## src/dmawr_pkg.sv

```systemverilog
package dmawr_pkg;
   localparam int DATA_W     = 512;
   localparam int STRB_W     = 64;
   localparam int TAG_W      = 4;
   localparam int LEN_W      = 4;
   localparam int RESP_W     = 2;
   localparam int SB_W       = 48;
   localparam int REQID_W    = 16;
   localparam int FUNC_W     = 8;
   localparam int BCNT_W     = 10;
   localparam int SRC_W      = 12;
   localparam int SB_REQID_LO = 32;
   localparam int SB_FUNC_LO = 24;
   localparam int SB_EOP     = 23;
   localparam int SB_RSVD    = 22;
   localparam int SB_BCNT_LO = 12;
   localparam int SRC_DMA    = 11;
   localparam int SRC_DMA_BIT = 11;
   localparam logic [RESP_W-1:0] RESP_OKAY = 2'h0;
   localparam logic [RESP_W-1:0] RESP_SLVERR = 2'h2;
endpackage

```

## src/dmawr_if.sv

```systemverilog
`timescale 1ns/1ps
interface dmawr_if;
   import dmawr_pkg::*;
   logic [SB_W-1:0]   dma_wr_addr_sideband;
   logic [63:0]       dma_wr_addr;
   logic [TAG_W-1:0]  dma_wr_addr_tag;
   logic [LEN_W-1:0]  dma_wr_burst_len;
   logic              dma_wr_addr_valid;
   logic              dma_wr_addr_ready;
   logic [TAG_W-1:0]  dma_wr_data_tag;
   logic [DATA_W-1:0] dma_wr_payload;
   logic [STRB_W-1:0] dma_wr_byte_strobes;
   logic              dma_wr_final_beat;
   logic              dma_wr_payload_valid;
   logic              dma_wr_payload_ready;
   logic [TAG_W-1:0]  dma_wr_resp_tag;
   logic [RESP_W-1:0] dma_wr_resp_status;
   logic              dma_wr_resp_valid;
   logic              dma_wr_resp_ready;
   modport mgr (
      output dma_wr_addr_sideband, dma_wr_addr, dma_wr_addr_tag,
      output dma_wr_burst_len, dma_wr_addr_valid,
      input  dma_wr_addr_ready,
      output dma_wr_data_tag, dma_wr_payload, dma_wr_byte_strobes,
      output dma_wr_final_beat, dma_wr_payload_valid,
      input  dma_wr_payload_ready,
      input  dma_wr_resp_tag, dma_wr_resp_status, dma_wr_resp_valid,
      output dma_wr_resp_ready
   );
   modport sub (
      input  dma_wr_addr_sideband, dma_wr_addr, dma_wr_addr_tag,
      input  dma_wr_burst_len, dma_wr_addr_valid,
      output dma_wr_addr_ready,
      input  dma_wr_data_tag, dma_wr_payload, dma_wr_byte_strobes,
      input  dma_wr_final_beat, dma_wr_payload_valid,
      output dma_wr_payload_ready,
      output dma_wr_resp_tag, dma_wr_resp_status, dma_wr_resp_valid,
      input  dma_wr_resp_ready
   );
endinterface

```

## src/dmawr_mgr.sv

```systemverilog
`timescale 1ns/1ps
module dmawr_mgr
   import dmawr_pkg::*;
(
   input  wire logic              mclk,
   input  wire logic              sys_rst,
   dmawr_if.mgr                   bus,
   // User command: one pulse, taken when cmd_ready high
   input  wire logic              cmd_valid,
   output logic                   cmd_ready,
   input  wire logic [63:0]       cmd_addr,
   input  wire logic [TAG_W-1:0]  cmd_tag,
   input  wire logic [LEN_W-1:0]  cmd_len,
   input  wire logic [REQID_W-1:0] cmd_req_id,
   input  wire logic [FUNC_W-1:0] cmd_func,
   input  wire logic              cmd_eop,
   input  wire logic [BCNT_W-1:0] cmd_byte_cnt,
   input  wire logic [SRC_W-1:0]  cmd_source,
   input  wire logic              cmd_axi3,
   // Beat source: beat_ready is the pop strobe
   input  wire logic              beat_valid,
   output logic                   beat_ready,
   input  wire logic [DATA_W-1:0] beat_data,
   input  wire logic [STRB_W-1:0] beat_strb,
   // Completion report
   output logic                   done_valid,
   output logic [TAG_W-1:0]       done_tag,
   output logic [RESP_W-1:0]      done_status
);
   typedef enum logic [1:0] {ST_IDLE, ST_ADDR, ST_DATA, ST_RESP} dmawr_st_e;
   dmawr_st_e         state_reg;
   logic [LEN_W-1:0]  beats_left_reg;
   logic              holding_reg;
   logic [SB_W-1:0]   sb_reg;
   logic [SB_W-1:0]   sb_next;
   logic [63:0]       addr_reg;
   logic [TAG_W-1:0]  tag_reg;
   logic [TAG_W-1:0]  data_tag_reg;
   logic [LEN_W-1:0]  len_reg;
   logic [DATA_W-1:0] data_reg;
   logic [STRB_W-1:0] strb_reg;
   logic              last_reg;
   logic              cmd_take;
   logic              beat_take;
   logic              beat_done;
   logic              resp_done;
   logic              eop_bit;

   assign cmd_ready  = (state_reg == ST_IDLE);
   assign cmd_take   = cmd_valid && cmd_ready;
   assign beat_done  = holding_reg && bus.dma_wr_payload_ready;
   assign resp_done  = (state_reg == ST_RESP) && bus.dma_wr_resp_valid;
   // Refill the holding stage only when empty or being drained
   assign beat_take  = (state_reg == ST_DATA) && beat_valid &&
                       (!holding_reg || beat_done) &&
                       !(holding_reg && last_reg);
   assign beat_ready = beat_take;

   // Non-DMA sources always flag end of packet
   always_comb begin
      if (cmd_source[SRC_DMA_BIT]) begin
         eop_bit = cmd_eop;
      end else begin
         eop_bit = 1'b1;
      end
   end

   // Fields placed by position so the layout lives in the package
   always_comb begin
      sb_next                       = '0;
      sb_next[SB_REQID_LO+:REQID_W] = cmd_req_id;
      sb_next[SB_FUNC_LO+:FUNC_W]   = cmd_func;
      sb_next[SB_EOP]               = eop_bit;
      sb_next[SB_RSVD]              = 1'b0;
      sb_next[SB_BCNT_LO+:BCNT_W]   = cmd_byte_cnt;
      sb_next[SRC_W-1:0]            = cmd_source;
   end

   always_ff @(posedge mclk) begin
      if (sys_rst) begin
         state_reg <= ST_IDLE;
      end else begin
         case (state_reg)
            ST_IDLE: begin
               if (cmd_take) begin
                  state_reg <= ST_ADDR;
               end
            end
            ST_ADDR: begin
               if (bus.dma_wr_addr_ready) begin
                  state_reg <= ST_DATA;
               end
            end
            ST_DATA: begin
               if (beat_done && last_reg) begin
                  state_reg <= ST_RESP;
               end
            end
            ST_RESP: begin
               if (resp_done) begin
                  state_reg <= ST_IDLE;
               end
            end
            default: begin
               state_reg <= ST_IDLE;
            end
         endcase
      end
   end

   // Address-channel fields: loaded once, held until the next command
   always_ff @(posedge mclk) begin
      if (sys_rst) begin
         sb_reg   <= '0;
         addr_reg <= '0;
      end else if (cmd_take) begin
         sb_reg   <= sb_next;
         addr_reg <= cmd_addr;
      end
   end

   always_ff @(posedge mclk) begin
      if (sys_rst) begin
         tag_reg      <= '0;
         data_tag_reg <= '0;
      end else if (cmd_take) begin
         tag_reg <= cmd_tag;
         // Under AXI4 the data tag means nothing; keep it at zero
         if (cmd_axi3) begin
            data_tag_reg <= cmd_tag;
         end else begin
            data_tag_reg <= '0;
         end
      end
   end

   always_ff @(posedge mclk) begin
      if (sys_rst) begin
         len_reg <= '0;
      end else if (cmd_take) begin
         len_reg <= cmd_len;
      end
   end

   // Counts down to zero; the beat taken at zero is the last
   always_ff @(posedge mclk) begin
      if (sys_rst) begin
         beats_left_reg <= '0;
      end else if (cmd_take) begin
         beats_left_reg <= cmd_len;
      end else if (beat_take && beats_left_reg != '0) begin
         beats_left_reg <= beats_left_reg - 4'h1;
      end
   end

   // Holding stage: stays put while valid and not ready
   always_ff @(posedge mclk) begin
      if (sys_rst) begin
         holding_reg <= 1'b0;
      end else if (beat_take) begin
         holding_reg <= 1'b1;
      end else if (beat_done) begin
         holding_reg <= 1'b0;
      end
   end

   // Loaded only on a take, so a stalled beat never moves
   always_ff @(posedge mclk) begin
      if (sys_rst) begin
         data_reg <= '0;
         strb_reg <= '0;
      end else if (beat_take) begin
         data_reg <= beat_data;
         strb_reg <= beat_strb;
      end
   end

   always_ff @(posedge mclk) begin
      if (sys_rst) begin
         last_reg <= 1'b0;
      end else if (beat_take) begin
         last_reg <= (beats_left_reg == '0);
      end else if (beat_done) begin
         last_reg <= 1'b0;
      end
   end

   always_ff @(posedge mclk) begin
      if (sys_rst) begin
         done_valid <= 1'b0;
      end else begin
         done_valid <= resp_done;
      end
   end

   always_ff @(posedge mclk) begin
      if (sys_rst) begin
         done_tag    <= '0;
         done_status <= RESP_OKAY;
      end else if (resp_done) begin
         done_tag    <= bus.dma_wr_resp_tag;
         done_status <= bus.dma_wr_resp_status;
      end
   end

   assign bus.dma_wr_addr_sideband = sb_reg;
   assign bus.dma_wr_addr          = addr_reg;
   assign bus.dma_wr_addr_tag      = tag_reg;
   assign bus.dma_wr_burst_len     = len_reg;
   assign bus.dma_wr_addr_valid    = (state_reg == ST_ADDR);
   assign bus.dma_wr_data_tag      = data_tag_reg;
   assign bus.dma_wr_payload       = data_reg;
   assign bus.dma_wr_byte_strobes  = strb_reg;
   // last_reg is only ever set beside holding_reg
   assign bus.dma_wr_final_beat    = last_reg;
   assign bus.dma_wr_payload_valid = holding_reg;
   assign bus.dma_wr_resp_ready    = (state_reg == ST_RESP);
endmodule

```

## src/flat_wrapper.sv

```systemverilog
// flat-port wrapper written by rule: the top's interface ports become plain ports
module dmawr_mgr_flat import dmawr_pkg::*;
  (mclk, sys_rst, cmd_valid, cmd_ready, cmd_addr, cmd_tag, cmd_len, cmd_req_id, cmd_func, cmd_eop, cmd_byte_cnt, cmd_source, cmd_axi3, beat_valid, beat_ready, beat_data, beat_strb, done_valid, done_tag, done_status, bus_dma_wr_addr_sideband, bus_dma_wr_addr, bus_dma_wr_addr_tag, bus_dma_wr_burst_len, bus_dma_wr_addr_valid, bus_dma_wr_addr_ready, bus_dma_wr_data_tag, bus_dma_wr_payload, bus_dma_wr_byte_strobes, bus_dma_wr_final_beat, bus_dma_wr_payload_valid, bus_dma_wr_payload_ready, bus_dma_wr_resp_tag, bus_dma_wr_resp_status, bus_dma_wr_resp_valid, bus_dma_wr_resp_ready);
  dmawr_if bus_i ();
  input  wire logic mclk;
  input  wire logic sys_rst;
  input  wire logic cmd_valid;
  output logic cmd_ready;
  input  wire logic [63:0] cmd_addr;
  input  wire logic [TAG_W-1:0] cmd_tag;
  input  wire logic [LEN_W-1:0] cmd_len;
  input  wire logic [REQID_W-1:0] cmd_req_id;
  input  wire logic [FUNC_W-1:0] cmd_func;
  input  wire logic cmd_eop;
  input  wire logic [BCNT_W-1:0] cmd_byte_cnt;
  input  wire logic [SRC_W-1:0] cmd_source;
  input  wire logic cmd_axi3;
  input  wire logic beat_valid;
  output logic beat_ready;
  input  wire logic [DATA_W-1:0] beat_data;
  input  wire logic [STRB_W-1:0] beat_strb;
  output logic done_valid;
  output logic [TAG_W-1:0] done_tag;
  output logic [RESP_W-1:0] done_status;
  output wire logic [$bits(bus_i.dma_wr_addr_sideband)-1:0] bus_dma_wr_addr_sideband;
  output wire logic [$bits(bus_i.dma_wr_addr)-1:0] bus_dma_wr_addr;
  output wire logic [$bits(bus_i.dma_wr_addr_tag)-1:0] bus_dma_wr_addr_tag;
  output wire logic [$bits(bus_i.dma_wr_burst_len)-1:0] bus_dma_wr_burst_len;
  output wire logic [$bits(bus_i.dma_wr_addr_valid)-1:0] bus_dma_wr_addr_valid;
  input wire logic [$bits(bus_i.dma_wr_addr_ready)-1:0] bus_dma_wr_addr_ready;
  output wire logic [$bits(bus_i.dma_wr_data_tag)-1:0] bus_dma_wr_data_tag;
  output wire logic [$bits(bus_i.dma_wr_payload)-1:0] bus_dma_wr_payload;
  output wire logic [$bits(bus_i.dma_wr_byte_strobes)-1:0] bus_dma_wr_byte_strobes;
  output wire logic [$bits(bus_i.dma_wr_final_beat)-1:0] bus_dma_wr_final_beat;
  output wire logic [$bits(bus_i.dma_wr_payload_valid)-1:0] bus_dma_wr_payload_valid;
  input wire logic [$bits(bus_i.dma_wr_payload_ready)-1:0] bus_dma_wr_payload_ready;
  input wire logic [$bits(bus_i.dma_wr_resp_tag)-1:0] bus_dma_wr_resp_tag;
  input wire logic [$bits(bus_i.dma_wr_resp_status)-1:0] bus_dma_wr_resp_status;
  input wire logic [$bits(bus_i.dma_wr_resp_valid)-1:0] bus_dma_wr_resp_valid;
  output wire logic [$bits(bus_i.dma_wr_resp_ready)-1:0] bus_dma_wr_resp_ready;
  assign bus_dma_wr_addr_sideband = bus_i.dma_wr_addr_sideband;
  assign bus_dma_wr_addr = bus_i.dma_wr_addr;
  assign bus_dma_wr_addr_tag = bus_i.dma_wr_addr_tag;
  assign bus_dma_wr_burst_len = bus_i.dma_wr_burst_len;
  assign bus_dma_wr_addr_valid = bus_i.dma_wr_addr_valid;
  assign bus_i.dma_wr_addr_ready = bus_dma_wr_addr_ready;
  assign bus_dma_wr_data_tag = bus_i.dma_wr_data_tag;
  assign bus_dma_wr_payload = bus_i.dma_wr_payload;
  assign bus_dma_wr_byte_strobes = bus_i.dma_wr_byte_strobes;
  assign bus_dma_wr_final_beat = bus_i.dma_wr_final_beat;
  assign bus_dma_wr_payload_valid = bus_i.dma_wr_payload_valid;
  assign bus_i.dma_wr_payload_ready = bus_dma_wr_payload_ready;
  assign bus_i.dma_wr_resp_tag = bus_dma_wr_resp_tag;
  assign bus_i.dma_wr_resp_status = bus_dma_wr_resp_status;
  assign bus_i.dma_wr_resp_valid = bus_dma_wr_resp_valid;
  assign bus_dma_wr_resp_ready = bus_i.dma_wr_resp_ready;
  dmawr_mgr u_core (.mclk(mclk), .sys_rst(sys_rst), .bus(bus_i), .cmd_valid(cmd_valid), .cmd_ready(cmd_ready), .cmd_addr(cmd_addr), .cmd_tag(cmd_tag), .cmd_len(cmd_len), .cmd_req_id(cmd_req_id), .cmd_func(cmd_func), .cmd_eop(cmd_eop), .cmd_byte_cnt(cmd_byte_cnt), .cmd_source(cmd_source), .cmd_axi3(cmd_axi3), .beat_valid(beat_valid), .beat_ready(beat_ready), .beat_data(beat_data), .beat_strb(beat_strb), .done_valid(done_valid), .done_tag(done_tag), .done_status(done_status));
endmodule
```

## config.mk

```make
export PLATFORM = sky130hd
export DESIGN_NAME = dmawr_mgr_flat
export DESIGN_NICKNAME = d
export VERILOG_FILES = /design/src/dmawr_pkg.sv /design/src/dmawr_if.sv /design/src/dmawr_mgr.sv /design/src/flat_wrapper.sv
export SDC_FILE = /design/constraint.sdc
export NUM_CORES = 1
export LEC_CHECK = 0
export BUFFER_PORTS_ARGS = -buffer_cell sky130_fd_sc_hd__buf_4
export CORE_AREA = 10 10 545 547
export DETAILED_ROUTE_END_ITERATION = 8
export DIE_AREA = 0 0 555 557
export RECOVER_POWER = 50
export SYNTH_ARGS = -nofsm -noshare
export SYNTH_HDL_FRONTEND = slang
export SYNTH_SLANG_ARGS = --single-unit
```

## constraint.sdc

```tcl
create_clock -name mclk -period 1.4 [get_ports mclk]
set_input_delay 0.28 -clock mclk [delete_from_list [all_inputs] [get_ports mclk]]
set_output_delay 0.28 -clock mclk [all_outputs]
set_load 0.02 [all_outputs]
```

==> results of run 1 <==
[layer usage]
layer  wire (um)  vias up  global-route usage
met5         114        -                   0
met4       12700       18              0.0610
met3       54400      520               0.147
met2      110000     1799               0.241
met1       87700    14700               0.154
li1            -    14500                   -
[cells in the mapped netlist (5+ instances only)]
| cell type | number | area [um^2] |
|---|---|---|
| dfxtp_1 | 714 | 14300 |
| ha_1 | 5 | 62.6 |
| buf_1 | 9 | 33.8 |
| a21oi_1 | 707 | 3540 |
| buf_4 | 23 | 173 |
| clkbuf_4 | 7 | 52.6 |
| clkbuf_1 | 103 | 387 |
| nand3_1 | 12 | 60.1 |
| buf_2 | 91 | 455 |
| buf_6 | 5 | 56.3 |
| inv_1 | 6 | 22.5 |
| nor2_1 | 10 | 37.5 |
| nand2_1 | 1403 | 5270 |
[cells by family (layout without fill, tap and decap cells)]
family          count (synthesis)  count (layout)  synth area share
compound gates                716             716             0.147
xor+xnor                        1               1          0.000356
fa+ha+maj                       5               5           0.00254
buf+inv                       245            2499            0.0480
flops                         714             714             0.580
mux                             3               3           0.00127
other cells                     1              63          0.000152
simple gates                 1437            1437             0.221
[repair_timing]
item	in CTS	in global routing
setup buffers	10	6
endpoints found under the hold margin	714	0
gates resized for setup	86	58
pin swaps	2	11
cloned	6	9
endpoints found under the setup margin	1417	1420
hold buffers	707	0
[final cells by class]
| cell class | instances | area (um^2) |
|---|---|---|
| clock inverters | 40 | 463 |
| clock buffers | 133 | 2800 |
| fillers | 31900 | 234000 |
| inverters | 7 | 43.8 |
| multi-input cells | 2163 | 9340 |
| flip-flops and latches | 714 | 14300 |
| repair buffers | 2319 | 20500 |
| diodes | 62 | 155 |
| well taps | 3781 | 4730 |
[path summary, 6_finish.rpt]
path	start	end	slack (ns)	cells after the start
hold / removal	beat_valid	u_core.bus.dma_wr_payload_valid	0.02	6
setup reg to reg	u_core.state_reg[0]	u_core.bus.dma_wr_payload[324]	-0.68	13
setup / recovery	u_core.state_reg[0]	beat_ready	-0.83	7
hold reg to reg	u_core.bus.dma_wr_payload[260]	u_core.bus.dma_wr_payload[260]	0.45	2
[stage by stage]
step | setup TNS (ns) | instance area [um^2] | setup WS, ns | std cells | total power [W]
floorplan | -43.91 | 25100 | -0.0852 | 3122 | 0.0342
finish | -495.76 | 52400 | -0.827 | 9219 | 0.0762
CTS | -568.64 | 51800 | -0.934 | 9145 | 0.0767
global route | -598.01 | 52300 | -0.892 | 9206 | 0.0800
detailed placement | -193.72 | 40800 | -0.422 | 8249 | 0.0473
global placement | -179.23 | 40800 | -0.391 | 8249 | 0.0472
[cells in the final DEF (no fill, tap or decap), drive strengths merged]
cell type    count
a2111oi          1
a211oi           3
a21o             1
a21oi          707
a22o             2
a311oi           1
and2             1
buf           1600
bufbuf           2
bufinv           7
clkbuf         143
clkinv          21
clkinvlp         4
conb             1
dfxtp          714
diode           62
dlygate4sd3    707
ha               5
inv             15
mux2             1
mux2i            2
nand2         1403
nand2b           1
nand3           12
nand4b           1
nor2            10
nor2b            3
nor3             2
nor3b            2
nor4             1
o21ai            1
or3              1
xnor2            1
[critical path, delay by kind of cell (launching register included)]
| family | cells | cell delay (ns) |
|---|---|---|
| buffers and inverters | 4 | 0.34 |
| and+or+nand+nor | 1 | 0.05 |
| AOI/OAI and AO/OA | 1 | 0.23 |
| DFF | 1 | 0.35 |
| adders and majority gates | 1 | 0.13 |
[power breakdown]
group	internal, W	switching (W)	total (W)
sequential	0.0228	0.00148	0.0243
combinational	0.0101	0.0158	0.0260
clock	0.0153	0.0106	0.0259
total	0.0483	0.0280	0.0762
==> results_dict.tcl, run 1 <==
set metrics [dict create \
    status "finished with violations" \
    violations "setup timing" \
    yosysSeqAreaShare 0.580 \
    grt_pass1_wl_um 327000 \
    synth_area_um2 24600 \
    htree_levels 3 \
    setup_ws_ns -0.827 \
    drt_iter0_drc 2550 \
    cts_buffers 96 \
    synth.avg_cell_area_um2 7.89 \
    detail_route.wl_per_cell_um 28.8 \
    ys_async_sr_fraction 0 \
    drv_cap 0 \
    yosysWarnings 0 \
    vias 31500 \
    antenna_found_initial 175 \
    grt_pass1_vias 31500 \
    p_leak_nw 20.9 \
    cp.arrival_ns 1.95 \
    drive_gt1_frac 0.340 \
    syn_nets 3836 \
    max_stage_delay_ns 0.35 \
    cts_num_sinks 714 \
    ys_ff_latch 714 \
    required_ns 1.12 \
    synth_ff_type "dfxtp_1" \
    synth_cells 3122 \
    fin_skew_ns 0.0704 \
    cp_slowest_cell "dfxtp_4" \
    peakVddDrop_mv 0.834 \
    die_w_um 555 \
    synth_cell_types 32 \
    wl_um 265000 \
    syn_to_final_growth_pct 113 \
    dr.pass1.iters 5 \
    rows 197 \
    dpl.hpwl_um 225000 \
    post-route-period-util 1.59 \
    end_kind "primary output" \
    path_cells "inv_4 -> ha_4 -> nand2_4 -> a21o_4 -> inv_12 -> buf_16 -> buf_8" \
    period_needed_ns 2.23 \
    critPathLaunchType "register" \
    path_clk_slew_ns 0.06 \
    setup_viol 1418 \
    dieArea_um2 309000 \
    via_per_inst 3.42 \
    clk-insertion-delay-late_ns 0.83 \
    max_freq_mhz 449 \
    port_buffers 1420 \
    ant_nets 0 \
    largest_reg_flops 512 \
    p_per_area_nw_per_um2 1460 \
    cts.path.max_buffers 4 \
    root_buffer "clkbuf_16" \
    fin_nets 6015 \
    rsz0062_at_grt "true" \
    drt_drc_violations_left 0 \
    path_class "reg2out" \
    place_congestion 0.899 \
    finalHoldViolations 0 \
    grt_max_degree 48 \
    whs_ns 0.0229 \
    overflow 0 \
    cts_tree "done" \
    maxSlewViolCount 0 \
    core_area_um2 286000 \
    hold_path.class "in2reg" \
    io_pins 1422 \
    crit_fanout 2 \
    synth_edf_count 0 \
    grt_use_total 0.160 \
    start_util 0.0860 \
    die_y_um 557 \
    finish.utilization 0.183 \
]
(Power assumes the default switching activity.)
==> run 2, diff against run 1 <==
- CORE_AREA: 10 10 545 547 -> 2 2 553 555
- clock period: 1.4 -> 2.8 ns (I/O delays scaled with it)
==> run 2 against run 1 <==
  * Combinational power fell by 60%
  * Worst hold slack improved by 0.047 ns
  * Critical path type unchanged
  * Global-route usage fell by 1.3 points
  * Worst setup slack improved by 1.0 ns
  * The flow now finishes without violations
  * Final cell count rose by 0.66%
  * Clock-buffer cell count rose by 4
  * Sequential cell count did not move
==> results_dict.tcl, run 2 (synthesized netlist as in run 1, its figures left out) <==
set metrics [dict create \
    p_leak_nw 17.5 \
    start_util 0.0810 \
    period_needed_ns 2.59 \
    r2r_cells 6 \
    clk-insertion-delay-late_ns 0.83 \
    whs_path_depth 3 \
    finalHoldViolations 0 \
    drive_gt1_frac 0.208 \
    wl_um 238000 \
    dpl.hpwl_um 203000 \
    setup_viol 0 \
    rsz0062_at_grt "false" \
    place_congestion 0.923 \
    hold_path.class "in2reg" \
    max_stage_delay_ns 0.38 \
    die_y_um 557 \
    critPathLaunchType "register" \
    path_clk_slew_ns 0.06 \
    crit_fanout 4 \
    path_class "reg2out" \
    instances_no_fill 9280 \
    cts_num_sinks 714 \
    cts.path.max_buffers 4 \
    cts_tree "done" \
    placed_area_um2 40200 \
    end_kind "primary output" \
    maxSlewViolCount 0 \
    fin_nets 5878 \
    setup_tns_ns 0 \
    htree_levels 3 \
    slew_headroom 0.251 \
    met1_usage 0.153 \
    required_ns 2.24 \
    port_buffers 1420 \
    max_freq_mhz 386 \
    core_area_um2 304000 \
    cp.arrival_ns 2.03 \
    syn_to_final_growth_pct 96.3 \
    overflow 0 \
    drt_iter0_drc 1726 \
    grt_use_total 0.147 \
    status "completed" \
    grt.busiest_layer "met2" \
    dieArea_um2 309000 \
    grt_pass1_wl_um 299000 \
    grt_pass1_vias 30000 \
    fin_skew_ns 0.0344 \
    vias 30100 \
    worstMarginPinSlew_ns 1.12 \
    dp_cells 8381 \
    drv_cap 0 \
    post-route-period-util 0.924 \
    cts_buffers 100 \
    dr.pass1.iters 6 \
    final_cell_mix "1402 x nand2_1, 888 x buf_4, 714 x dfxtp_1" \
    cp_slowest_cell "dfxtp_1" \
    die_w_um 555 \
    ant_nets 0 \
    grt.met2_usage 0.212 \
    antenna_found_initial 156 \
    path_cells "inv_1 -> ha_1 -> nand2_1 -> a21o_4 -> inv_16 -> buf_4" \
    root_buffer "clkbuf_16" \
    p_per_area_nw_per_um2 743 \
    grt_use_met3 0.130 \
    grt_max_degree 122 \
    io_pins 1422 \
    detail_route.wl_per_cell_um 25.6 \
    final_cell_area_um2 48400 \
    largest_reg_flops 512 \
    final_common_cell "nand2_1" \
    peakVddDrop_mv 0.691 \
    rows 203 \
    drt_drc_violations_left 0 \
    via_per_inst 3.25 \
]
[run 2: cell count changes in the layout (fill, tap and decap cells not counted), moves of 14 or more]
cell | before | now
dfxtp_1 | 700 | 714
diode_2 | 62 | 42
a21oi_1 | 692 | 707
buf_12 | 53 | 37
buf_4 | 1507 | 888
dlygate4sd3_1 | 707 | 675
clkbuf_1 | 13 | 596
a21oi_2 | 15 | 0
buf_16 | 15 | 0
[run 2: area by class of cell]
| type | instances | area [um^2] |
|---|---|---|
| clock inverters | 42 | 562 |
| multi-input cells | 2163 | 9170 |
| inverters | 7 | 42.5 |
| repair buffers | 2178 | 16300 |
| well taps | 3997 | 5000 |
| fillers | 34800 | 256000 |
| diodes | 42 | 105 |
| clock buffers | 137 | 2840 |
| flip-flops and latches | 714 | 14300 |
[run 2: path summary, 6_finish.rpt]
kind	from	to	slack [ns]
min	cmd_addr[27]	u_core.bus.dma_wr_addr[27]	0.07
max	u_core.state_reg[0]	beat_ready	0.21
min reg2reg	u_core.bus.dma_wr_payload[108]	u_core.bus.dma_wr_payload[108]	0.45
max reg2reg	u_core.state_reg[0]	u_core.bus.dma_wr_addr_sideband[19]	0.41
[run 2: critical path, delay by kind of cell (launching register included)]
family	cells	cell delay [ns]
AO/OA/AOI/OAI	1	0.19
adder cells (fa/ha/maj)	1	0.23
buffers and inverters	3	0.28
flip-flops	1	0.38
AND/OR/NAND/NOR	1	0.15
[run 2: repair_timing]
item / in CTS / in global routing
endpoints found under the setup margin: 1 / 1
hold endpoints to repair: 680 / 0
pin swaps: 0 / 0
resized for setup: 2 / 0
setup buffers: 1 / 2
hold buffers: 675 / 0
[run 2: per-stage QoR]
step | hold slack (ns) | total power [W] | worst slack [ns] | utilization
6_report | 0.0703 | 0.0359 | 0.212 | 0.159
5_1_grt | 0.0338 | 0.0378 | 0.0648 | 0.159
4_1_cts | 0.000564 | 0.0374 | 0.0262 | 0.166
3_5_place_dp | 0.445 | 0.0226 | 0.615 | 0.132
3_3_place_gp | 0.442 | 0.0226 | 0.639 | 0.132
2_1_floorplan | 0.488 | 0.0167 | 0.969 | -
[run 2: routing by layer]
layer	vias up	wire length [um]	part of all wire
met5	-	477	0.0020
met4	70	10400	0.044
met3	495	47400	0.20
met2	1582	93700	0.39
met1	13800	85700	0.36
li1	14200	-	-
[run 2: power by group]
group          internal, W  leakage, nW  switching (W)
clock network      0.00805         1.65        0.00543
registers           0.0114         5.78       0.000669
logic              0.00324         10.1        0.00713
total               0.0227         17.5         0.0132
==> run 3, diff against run 2 <==
--- a/config.mk
+++ b/config.mk
@@ -11,2 +11,3 @@
 export DIE_AREA = 0 0 555 557
+export GPL_ROUTABILITY_DRIVEN = 1
 export RECOVER_POWER = 50
==> constraint.sdc (replaced) <==
create_clock -name mclk -period 2.8 [get_ports mclk]
set_input_delay 0.28 -clock mclk [delete_from_list [all_inputs] [get_ports mclk]]
set_output_delay 0.28 -clock mclk [all_outputs]
set_load 0.02 [all_outputs]
==> run 3 against run 2 <==
  * Utilization barely moved
  * Non-clock buffer count increased by 54
  * Combinational power hardly changed
  * Maximum frequency is 2.0% lower
  * Clock skew up 0.019 ns
  * Total power is 0.70% lower
  * Largest power group unchanged
==> results_dict.tcl, run 3 (synthesized netlist as in run 1, its figures left out) <==
set metrics [dict create \
    status "completed" \
    hold_path.class "in2reg" \
    post-route-period-util 0.943 \
    ant_nets 0 \
    max_freq_mhz 379 \
    p_per_area_nw_per_um2 738 \
    worstMarginPinSlew_ns 1.06 \
    port_buffers 1420 \
    final_cell_mix "1402 x nand2_1, 769 x buf_4, 734 x dlygate4sd3_1" \
    largest_reg_flops 512 \
    die_y_um 557 \
    die_w_um 555 \
    critPathLaunchType "register" \
    p_switching_w 0.0132 \
    final_common_cell "nand2_1" \
    fin_skew_ns 0.0530 \
    sw_frac_of_total 0.371 \
    finalHoldViolations 0 \
    start_util 0.0810 \
    antenna_found_initial 165 \
    setup_tns_ns 0 \
    core_area_um2 304000 \
    crit_fanout 26 \
    syn_to_final_growth_pct 96.1 \
    required_ns 2.52 \
    vias 30500 \
    wl_um 239000 \
    drt_iter0_drc 1770 \
    fin_nets 5928 \
    grt_pass1_wl_um 300000 \
    peakVddDrop_mv 0.423 \
    slew_headroom 0.298 \
    rsz0062_at_grt "false" \
    cts_num_sinks 714 \
    combPwrFrac 0.289 \
    instances_no_fill 9328 \
    path_clk_slew_ns 0.06 \
    power_frac_clock 0.372 \
    dr.pass1.iters 6 \
    cts.path.max_buffers 4 \
    dpl.hpwl_um 203000 \
    root_buffer "clkbuf_16" \
    period_needed_ns 2.64 \
    place_congestion 0.934 \
    clk-insertion-delay-late_ns 0.81 \
    dp_cells 8376 \
    drive_gt1_frac 0.183 \
    cts_buffers 96 \
    htree_levels 3 \
    via_per_inst 3.27 \
    p_leak_nw 17.2 \
    cp.arrival_ns 2.36 \
    drv_cap 0 \
    seqPwrFrac 0.340 \
    io_pins 1422 \
    detail_route.wl_per_cell_um 25.7 \
    end_kind "primary output" \
    maxSlewViolCount 0 \
    cts_tree "done" \
    overflow 0 \
    drt_drc_violations_left 0 \
    grt_max_degree 105 \
    path_class "reg2out" \
    finalPower_w 0.0357 \
    setup_viol 0 \
    dieArea_um2 309000 \
    grt_use_total 0.148 \
    rows 203 \
    grt_pass1_vias 30300 \
    power.internal_w 0.0224 \
]
-- run 3: cell count changes in the layout (fill, tap and decap cells not counted), sizes merged, moves of 3 or more --
cell,previous run,this run
buf,926,799
clkbuf,714,829
clkinvlp,7,4
diode,42,48
dlygate4sd3,675,734
inv,15,12
-- run 3: area by class of cell --
class | instances | area [um^2]
sequential | 714 | 14300
timing repair buffer | 2232 | 16400
inverter | 7 | 42.5
antenna | 48 | 120
clock buffer | 131 | 2820
fill | 34800 | 256000
tap | 3997 | 5000
multi-input combinational | 2163 | 9180
clock inverter | 36 | 483
-- run 3: per-stage QoR --
step                      worst slack (ns)  hold WS, ns   util  area, um^2
final                                0.159        0.260  0.159       48300
after global routing               0.00938        0.225  0.159       48300
after CTS                           0.0618        0.167  0.167       50800
after detailed placement             0.565        0.447  0.132       40100
after global placement               0.573        0.441  0.132       40100
after floorplan                       1.06        0.413      -       24600
-- run 3: power by group through the flow --
| stage | sequential (W) | clock (W) | combinational [W] |
|---|---|---|---|
| floorplan | 0.0137 | 0 | 0.00309 |
| global placement | 0.0123 | 0 | 0.0102 |
| detailed placement | 0.0123 | 0 | 0.0102 |
| CTS | 0.0121 | 0.0137 | 0.0114 |
| global route | 0.0123 | 0.0139 | 0.0112 |
| finish | 0.0121 | 0.0133 | 0.0103 |
-- run 3: final timing paths --
kind	depth (start not counted)	slack, ns	end	start
worst max-delay path	7	0.16	beat_ready	u_core.state_reg[0]
worst min-delay path	4	0.26	u_core.bus.dma_wr_addr[14]	cmd_addr[14]
worst max register to register	10	0.26	u_core.bus.dma_wr_payload[433]	u_core.state_reg[0]
worst min register to register	2	0.45	u_core.bus.dma_wr_payload[235]	u_core.bus.dma_wr_payload[235]
-- run 3: repair_timing --
item                                   4_1_cts  5_1_grt
gates resized for setup                      3        0
setup buffers                                2        0
endpoints found under the hold margin      714        0
setup endpoints to repair                    1        0
hold buffers                               734        0
-- run 3: routing by layer --
layer	vias to the layer above	wire (um)	global-route usage
met3	511	45100	0.117
met4	68	10000	0.0477
met1	14100	89300	0.163
li1	14300	-	-
met2	1589	94600	0.213
met5	-	416	0
-- run 3: worst max-delay path, cell delays in order, from the launching register on --
cell	delay (ns)
dfxtp_1	0.34
inv_1	0.09
ha_1	0.21
nand2_1	0.14
a21o_4	0.27
inv_16	0.07
buf_16	0.17
buf_4	0.18
